File: src/cbcd_pkg.sv
// Summary of operation
// every cycle command takes effect within one machine cycle
// unassigned command codes leave ports, timer and control port unchanged; code still latches the bus address and ends a pending service
// reset command clears port A, port B, timer and control port
// low-vector command drives low vector byte if requesting and chain input low
// inhibit command freezes requests from altering the chain output
// high-vector command drives high vector byte and resets interrupt circuit
// port write loads bus into port selected by previous cycle address
// port read drives port A or B selected by previous cycle address
// short cycle after high vector clears the serviced request latch
// that same short cycle lifts the chain freeze
// host clears its interrupt enable bit after the vector transfer
// shortest response is 27 phase periods plus input setup
// free-running timer reloads with no lost or added ticks
// every bus value is compared to four addresses, match held a cycle
// vector bit 7 is 0 for timer, 1 for external request
// timer request is serviced before external request
// chain output high when request pending or chain input high
// data bus driven only for port data or vector bytes
package cbcd_pkg;
    // cycle command codes
    localparam logic [4:0] CMD_RESET   = 5'h08;
    localparam logic [4:0] CMD_VEC_LO  = 5'h0F;
    localparam logic [4:0] CMD_INHIBIT = 5'h10;
    localparam logic [4:0] CMD_VEC_HI  = 5'h13;
    localparam logic [4:0] CMD_PWRITE  = 5'h1A;
    localparam logic [4:0] CMD_PREAD   = 5'h1B;
    // port selection within the four addresses
    localparam logic [1:0] SEL_PORT_A  = 2'h0;
    localparam logic [1:0] SEL_PORT_B  = 2'h1;
    localparam logic [1:0] SEL_TIMER   = 2'h2;
    localparam logic [1:0] SEL_CTRL    = 2'h3;
    // control port fields
    localparam int CTRL_EXT_EN   = 0;
    localparam int CTRL_TMR_EN   = 1;
    localparam int CTRL_TMR_RUN  = 3;
    // vector bit that names the source
    localparam int VEC_SRC_BIT   = 7;
    // reset values
    localparam logic [7:0] PORT_RST  = 8'h00;
    localparam logic [7:0] CTRL_RST  = 8'h00;
    localparam logic [7:0] TIMER_RST = 8'h00;
    // response time in phase periods
    localparam int RESP_PHASE_PERIODS = 27;
endpackage

File: src/cbcd_decoder.sv
`timescale 1ns/10ps
module cbcd_decoder #(
    parameter logic [7:0] BASE_ADDR = 8'h04,
    parameter logic [7:0] VEC_HI    = 8'h02,
    parameter logic [7:0] VEC_LO    = 8'h00,
    parameter int         PRESCALE  = 2
) (
    // clock and reset
    input  wire logic       clock,
    input  wire logic       arst_n,
    // host cycle interface
    input  wire logic [4:0] cpu_cycle_command,
    input  wire logic       cycle_end,
    input  wire logic       phase_tick,
    // shared data bus
    input  wire logic [7:0] data_bus_in,
    output logic      [7:0] data_bus_out,
    output logic            data_bus_oe_n,
    // priority chain and request
    input  wire logic       priority_chain_in,
    output logic            priority_chain_out,
    output logic            int_request,
    input  wire logic       external_interrupt_input,
    // i/o ports
    output logic      [7:0] port_a,
    output logic      [7:0] port_b
);
    import cbcd_pkg::*;

    logic [7:0] port_a_r, port_b_r, ctrl_r, timer_r, reload_r;
    logic [7:0] dout_r, dout_nxt;
    logic       oe_n_r, oe_n_nxt;
    logic       hit_r;
    logic [1:0] hit_sel_r;
    logic       tmr_req_r, ext_req_r, ext_d_r;
    logic       frozen_r, snap_tmr_r, snap_ext_r;
    logic       svc_pend_r, svc_tmr_r;
    logic       chain_out_r, int_req_r;
    logic [7:0] psc_r;
    logic       tmr_tick, tmr_expire, ext_rise;
    logic       eff_tmr, eff_ext, eff_any, respond;

    // address window decode on bits 7:2, used for match only; selection takes bits 1:0
    function automatic logic addr_match(input logic [7:0] v);
        return v[7:2] == BASE_ADDR[7:2];
    endfunction

    // requests seen by the chain, frozen copy while inhibited
    assign eff_tmr = frozen_r ? snap_tmr_r : tmr_req_r;
    assign eff_ext = frozen_r ? snap_ext_r : ext_req_r;
    assign eff_any = eff_tmr | eff_ext;
    assign respond = eff_any & ~priority_chain_in;

    // address match held through the following cycle
    always_ff @(posedge clock or negedge arst_n) begin
        if (!arst_n) begin
            hit_r     <= 1'b0;
            hit_sel_r <= 2'h0;
        end else if (cycle_end) begin
            hit_r     <= addr_match(data_bus_in);
            hit_sel_r <= data_bus_in[1:0];
        end
    end

    // i/o ports and control port
    always_ff @(posedge clock or negedge arst_n) begin
        if (!arst_n) begin
            port_a_r <= PORT_RST;
            port_b_r <= PORT_RST;
            ctrl_r   <= CTRL_RST;
        end else if (cycle_end) begin
            unique case (cpu_cycle_command)
                CMD_RESET: begin
                    port_a_r <= PORT_RST;
                    port_b_r <= PORT_RST;
                    ctrl_r   <= CTRL_RST;
                end
                CMD_PWRITE: begin
                    if (hit_r) begin
                        unique case (hit_sel_r)
                            SEL_PORT_A: port_a_r <= data_bus_in;
                            SEL_PORT_B: port_b_r <= data_bus_in;
                            SEL_CTRL:   ctrl_r   <= data_bus_in;
                            SEL_TIMER: begin
                            end
                        endcase
                    end
                end
                default: begin
                    // other codes leave the ports alone
                end
            endcase
        end
    end

    // prescaler producing timer ticks from phase ticks
    assign tmr_tick = phase_tick & ctrl_r[CTRL_TMR_RUN]
                    & (psc_r == 8'(PRESCALE - 1));
    assign tmr_expire = tmr_tick & (timer_r == 8'h01);

    always_ff @(posedge clock or negedge arst_n) begin
        if (!arst_n) begin
            psc_r <= 8'h00;
        end else if (phase_tick & ctrl_r[CTRL_TMR_RUN]) begin
            psc_r <= tmr_tick ? 8'h00 : psc_r + 8'h01;
        end
    end

    // timer counter, reload on the same tick that expires
    always_ff @(posedge clock or negedge arst_n) begin
        if (!arst_n) begin
            timer_r  <= TIMER_RST;
            reload_r <= TIMER_RST;
        end else if (cycle_end && cpu_cycle_command == CMD_RESET) begin
            timer_r  <= TIMER_RST;
            reload_r <= TIMER_RST;
        end else if (cycle_end && cpu_cycle_command == CMD_PWRITE
                     && hit_r && hit_sel_r == SEL_TIMER) begin
            timer_r  <= data_bus_in;
            reload_r <= data_bus_in;
        end else if (tmr_expire) begin
            timer_r <= reload_r;
        end else if (tmr_tick) begin
            timer_r <= timer_r - 8'h01;
        end
    end

    // external edge detect
    assign ext_rise = external_interrupt_input & ~ext_d_r;

    always_ff @(posedge clock or negedge arst_n) begin
        if (!arst_n) begin
            ext_d_r <= 1'b0;
        end else begin
            ext_d_r <= external_interrupt_input;
        end
    end

    // request latches, a new event wins over the clear
    always_ff @(posedge clock or negedge arst_n) begin
        if (!arst_n) begin
            tmr_req_r <= 1'b0;
            ext_req_r <= 1'b0;
        end else begin
            if (tmr_expire && ctrl_r[CTRL_TMR_EN]) begin
                tmr_req_r <= 1'b1;
            end else if (cycle_end && svc_pend_r && svc_tmr_r) begin
                tmr_req_r <= 1'b0;
            end
            if (ext_rise && ctrl_r[CTRL_EXT_EN]) begin
                ext_req_r <= 1'b1;
            end else if (cycle_end && svc_pend_r && !svc_tmr_r) begin
                ext_req_r <= 1'b0;
            end
        end
    end

    // chain freeze and service tracking
    always_ff @(posedge clock or negedge arst_n) begin
        if (!arst_n) begin
            frozen_r   <= 1'b0;
            snap_tmr_r <= 1'b0;
            snap_ext_r <= 1'b0;
            svc_pend_r <= 1'b0;
            svc_tmr_r  <= 1'b0;
        end else if (cycle_end) begin
            if (svc_pend_r) begin
                frozen_r   <= 1'b0;
                svc_pend_r <= 1'b0;
            end else if (cpu_cycle_command == CMD_INHIBIT) begin
                frozen_r   <= 1'b1;
                snap_tmr_r <= tmr_req_r;
                snap_ext_r <= ext_req_r;
            end else if (cpu_cycle_command == CMD_VEC_HI && respond) begin
                svc_pend_r <= 1'b1;
                svc_tmr_r  <= eff_tmr;
            end
        end
    end

    // chain output and request to the host
    always_ff @(posedge clock or negedge arst_n) begin
        if (!arst_n) begin
            chain_out_r <= 1'b0;
            int_req_r   <= 1'b0;
        end else begin
            chain_out_r <= priority_chain_in | eff_any;
            int_req_r   <= respond & ~svc_pend_r;
        end
    end

    // bus drive decision for the current command
    always_comb begin
        dout_nxt = 8'h00;
        oe_n_nxt = 1'b1;
        if (!cycle_end) begin
            unique case (cpu_cycle_command)
                CMD_VEC_LO: begin
                    if (respond && !svc_pend_r) begin
                        dout_nxt = VEC_LO;
                        dout_nxt[VEC_SRC_BIT] = ~eff_tmr;
                        oe_n_nxt = 1'b0;
                    end
                end
                CMD_VEC_HI: begin
                    if (respond && !svc_pend_r) begin
                        dout_nxt = VEC_HI;
                        oe_n_nxt = 1'b0;
                    end
                end
                CMD_PREAD: begin
                    if (hit_r && hit_sel_r == SEL_PORT_A) begin
                        dout_nxt = port_a_r;
                        oe_n_nxt = 1'b0;
                    end else if (hit_r && hit_sel_r == SEL_PORT_B) begin
                        dout_nxt = port_b_r;
                        oe_n_nxt = 1'b0;
                    end
                end
                default: begin
                    // no drive; unassigned codes are no-ops
                end
            endcase
        end
    end

    // bus drive registers, released at each cycle end
    always_ff @(posedge clock or negedge arst_n) begin
        if (!arst_n) begin
            dout_r <= 8'h00;
            oe_n_r <= 1'b1;
        end else begin
            dout_r <= dout_nxt;
            oe_n_r <= oe_n_nxt;
        end
    end

    assign data_bus_out       = dout_r;
    assign data_bus_oe_n      = oe_n_r;
    assign priority_chain_out = chain_out_r;
    assign int_request        = int_req_r;
    assign port_a             = port_a_r;
    assign port_b             = port_b_r;
endmodule

File: config.mk
export PLATFORM = sky130hd
export DESIGN_NAME = cbcd_decoder
export DESIGN_NICKNAME = d
export VERILOG_FILES = /design/src/cbcd_pkg.sv /design/src/cbcd_decoder.sv
export SDC_FILE = /design/constraint.sdc
export NUM_CORES = 1
export LEC_CHECK = 0
export BUFFER_PORTS_ARGS = -buffer_cell sky130_fd_sc_hd__buf_2
export CORE_UTILIZATION = 49
export DETAILED_ROUTE_END_ITERATION = 12
export PLACE_DENSITY = 0.79
export SKIP_LAST_GASP = 1
export SLEW_MARGIN = 5
export SYNTH_ARGS = -nofsm -noshare
export SYNTH_HDL_FRONTEND = slang
export SYNTH_SLANG_ARGS = --single-unit
File: constraint.sdc
create_clock -name clock -period 5.79 [get_ports clock]
set_input_delay 1.4475 -clock clock [delete_from_list [all_inputs] [get_ports clock]]
set_output_delay 1.4475 -clock clock [all_outputs]
set_load 0.1 [all_outputs]
==> run_summary.xml <==
<?xml version="1.0" encoding="UTF-8"?>
<metrics>
  <group name="run_status">
    <metric name="run_status" unit="">completed</metric>
  </group>
  <group name="place">
    <metric name="place_inst" unit="">410</metric>
    <metric name="detailed_place.area" unit="sq um">3500</metric>
    <metric name="place_hpwl" unit="um">4970</metric>
    <metric name="port_buffers" unit="">45</metric>
    <metric name="gp_congestion" unit="">0.861</metric>
    <metric name="post-place-ws" unit="ps">2340</metric>
  </group>
  <group name="clock_network">
    <metric name="post_cts_resize_count" unit="">0</metric>
    <metric name="ctsHtreeMaxLevel" unit="">3</metric>
    <metric name="tritoncts" unit="">yes</metric>
    <metric name="tritoncts.num_buffers" unit="">9</metric>
    <metric name="clkSlewWorstSetupHoldPaths" unit="ps">80</metric>
    <metric name="cts_num_sinks" unit="">65</metric>
    <metric name="cts-hold-fix-buffers" unit="">0</metric>
    <metric name="post_cts.repair.setup_buffers" unit="">0</metric>
    <metric name="worst_skew_pair.late_latency" unit="ps">350</metric>
    <metric name="bufs_on_longest_clock_path" unit="">2</metric>
    <metric name="root_buffer" unit="">clkbuf_8</metric>
  </group>
  <group name="floorplanning">
    <metric name="io-pin-count" unit="">46</metric>
    <metric name="core_area" unit="sq um">6350</metric>
    <metric name="die_h" unit="um">83.1</metric>
    <metric name="dieArea" unit="sq um">6910</metric>
    <metric name="floorplan.rows" unit="">29</metric>
    <metric name="die_width" unit="um">83.1</metric>
    <metric name="initial_core_util" unit="%">50.8</metric>
  </group>
  <group name="synthesis">
    <metric name="synth.avg_cell_area" unit="sq um">10.8</metric>
    <metric name="async_flop_share" unit="%">100</metric>
    <metric name="post_synth_num_cell_types" unit="">58</metric>
    <metric name="netlist_area" unit="sq um">3230</metric>
    <metric name="synth_edf_count" unit="">0</metric>
    <metric name="yosysSeqAreaShare" unit="%">50.5</metric>
    <metric name="post_synth_inst_count" unit="">299</metric>
    <metric name="yosys_most_used_dff" unit="">dfrtp_1</metric>
    <metric name="synth.ff_latch_count" unit="">65</metric>
    <metric name="post_synthesis_net_count" unit="">322</metric>
    <metric name="synth.yosys.warnings" unit="">0</metric>
  </group>
  <group name="setup_path">
    <metric name="critical_path.max_stage_delay" unit="ps">430</metric>
    <metric name="worstSetupEndpointType" unit="">flip-flop</metric>
    <metric name="worstPathArrival" unit="ps">3330</metric>
    <metric name="type_of_element_launching_the_critical_path" unit="">input port</metric>
    <metric name="critPathRequiredTime" unit="ps">6030</metric>
    <metric name="critical_path_class" unit="">in -&gt; reg</metric>
    <metric name="path_cells" unit="">buf_2, or3b_4, or3_4, a22oi_4, mux2_2</metric>
    <metric name="ff2ff_setup_slack" unit="ps">3450</metric>
    <metric name="cpMaxStageDelayCell" unit="">or3b_4</metric>
    <metric name="cp_max_fo" unit="">16</metric>
  </group>
  <group name="power">
    <metric name="power.density_cell_area" unit="nW/um^2">264</metric>
    <metric name="largest_voltage_drop_on_the_vdd_net" unit="mV">0.174</metric>
    <metric name="power.leakage" unit="nW">1.76</metric>
    <metric name="p_total" unit="uW">978</metric>
  </group>
  <group name="layout">
    <metric name="insertedDiodeCount" unit="">0</metric>
    <metric name="layout.filler_cells" unit="">543</metric>
    <metric name="commonest_cells_after_routing_fill_and_taps_aside" unit="">dfrtp_1, buf_2, nand2_1, mux2_2, a21oi_1</metric>
    <metric name="post_route_cells_drive_above_1_share" unit="%">28.7</metric>
    <metric name="finalNonFillerCells" unit="">426</metric>
    <metric name="stdcell_area" unit="sq um">3700</metric>
    <metric name="area.growth.synth_to_final" unit="%">14.7</metric>
    <metric name="multiInputGateArea" unit="sq um">1490</metric>
    <metric name="final_core_utilization" unit="%">58.3</metric>
    <metric name="num-nets-final" unit="">367</metric>
    <metric name="sequential_area" unit="sq um">1630</metric>
    <metric name="final_common_cell" unit="">dfrtp_1</metric>
  </group>
  <group name="sta">
    <metric name="rsz0062_at_grt" unit="">no</metric>
    <metric name="timing.final.max_slew_violations" unit="">0</metric>
    <metric name="hold_worst_slack" unit="ps">443</metric>
    <metric name="fin_crit_sh" unit="%">53.4</metric>
    <metric name="max_freq" unit="GHz">0.324</metric>
    <metric name="max_slew.worst_pin.slew" unit="ps">901</metric>
    <metric name="hold_violations" unit="">0</metric>
    <metric name="finalWorstSetupSlack" unit="ps">2700</metric>
    <metric name="fin_skew" unit="ps">8.01</metric>
    <metric name="period_needed" unit="ps">3090</metric>
    <metric name="finalSetupViolCount" unit="">0</metric>
    <metric name="slew_headroom" unit="%">39.4</metric>
    <metric name="setup-tns-final" unit="ps">0</metric>
  </group>
  <group name="hold_path">
    <metric name="holdCritPathClass" unit="">reg -&gt; reg</metric>
  </group>
  <group name="global_routing">
    <metric name="number_of_antenna_violations_at_the_first_check_in_global_routing" unit="">0</metric>
    <metric name="gr-total-overflow" unit="">0</metric>
    <metric name="track_usage" unit="%">21.9</metric>
    <metric name="wire_length_of_the_first_global_routing_pass" unit="um">11800</metric>
    <metric name="grt_max_degree" unit="">66</metric>
    <metric name="vias_in_the_first_global_route" unit="">2457</metric>
  </group>
  <group name="detailed_routing">
    <metric name="avgViaCountPerCell" unit="">6.01</metric>
    <metric name="route.detailed.drc" unit="">0</metric>
    <metric name="route.antenna.remaining_nets" unit="">0</metric>
    <metric name="drt_pre_antenna_iters" unit="">4</metric>
    <metric name="postRouteWirelength" unit="um">7100</metric>
    <metric name="wl_per_cell" unit="um">16.7</metric>
    <metric name="num_vias" unit="">2562</metric>
    <metric name="detailedRoute.firstIterationViolations" unit="">228</metric>
  </group>
  <group name="run">
    <metric name="number_of_max_cap_violations" unit="">0</metric>
  </group>
</metrics>
-- power by group --
| part | internal (mW) | switching (mW) |
|---|---|---|
| Sequential | 0.467 | 0.0157 |
| Clock | 0.202 | 0.191 |
| Combinational | 0.0302 | 0.0719 |
-- cell type report --
type / count / share of cell area (%)
Sequential cell: 65 / 44.0
Clock buffer: 9 / 3.35
Clock inverter: 7 / 2.10
Timing Repair Buffer: 48 / 6.70
Inverter: 9 / 0.913
Multi-Input combinational cell: 211 / 40.3
Tap cell: 77 / 2.60
-- synth_stat cells, drive strengths merged, types with 3 or more instances --
library cell | n | area share [%]
dfrtp | 64 | 50
nand2 | 25 | 2.9
mux2 | 24 | 8.4
a21oi | 19 | 2.9
nor2 | 13 | 1.5
o21ai | 13 | 2.0
nor3 | 11 | 1.7
clkbuf | 10 | 1.2
mux2i | 10 | 3.1
and3 | 9 | 1.7
inv | 9 | 1.0
or3 | 9 | 1.9
nand3 | 8 | 1.2
nand4 | 6 | 1.2
xnor2 | 5 | 1.4
a22oi | 4 | 1.9
buf | 4 | 1.0
ha | 4 | 1.6
nor4 | 4 | 0.78
or3b | 4 | 1.2
nand4b | 3 | 0.81
-- worst max-delay path: cells and delay by family --
kind	cells	cell delay, ps
buffers and inverters	1	260
AO/OA/AOI/OAI	1	370
AND/OR/NAND/NOR	2	860
multiplexers	1	390
-- metal layers --
metal  vias to the layer above  global-route usage (%)  wire, um
met5                         -                       0         0
met4                         0                    8.62       142
met3                        17                    6.96       406
met2                        83                    33.8      3360
met1                      1269                    28.8      3190
li1                       1193                       -         -
-- state kept, by name, indices dropped and copies added, names as in the netlist --
signal              count
port_b                  8
frozen_r                1
tmr_req_r               1
ext_d_r                 1
hit_sel_r               2
data_bus_oe_n           1
port_a                  8
priority_chain_out      1
ctrl_r                  3
int_request             1
data_bus_out            8
psc_r                   8
snap_tmr_r              1
snap_ext_r              1
reload_r                8
timer_r                 8
hit_r                   1
svc_tmr_r               1
ext_req_r               1
svc_pend_r              1
-- kinds of logic after synthesis --
family / after synthesis / synth area share (%)
flip-flops: 65 / 50.5
XOR/XNOR: 5 / 1.36
buffers and inverters: 23 / 3.26
AO/OA/AOI/OAI: 59 / 12.9
AND/OR/NAND/NOR: 109 / 19.0
multiplexers: 34 / 11.5
adder cells (fa/ha/maj): 4 / 1.55
-- worst paths after layout --
check,to,start,cells past startpoint
worst max-delay path,port_a[6]$_DFFE_PN0P_,cycle_end,5
worst min-delay path,ext_req_r$_DFFE_PN0P_,ext_d_r$_DFF_PN0_,1
worst max register to register,timer_r[2]$_DFFE_PN0P_,psc_r[1]$_DFFE_PN0P_,6
worst min register to register,ext_req_r$_DFFE_PN0P_,ext_d_r$_DFF_PN0_,1
max in group asynchronous,timer_r[4]$_DFFE_PN0P_,arst_n,2
min in group asynchronous,tmr_req_r$_DFFE_PN0P_,arst_n,2
No activity file was read; power rests on OpenSTA's default activity.
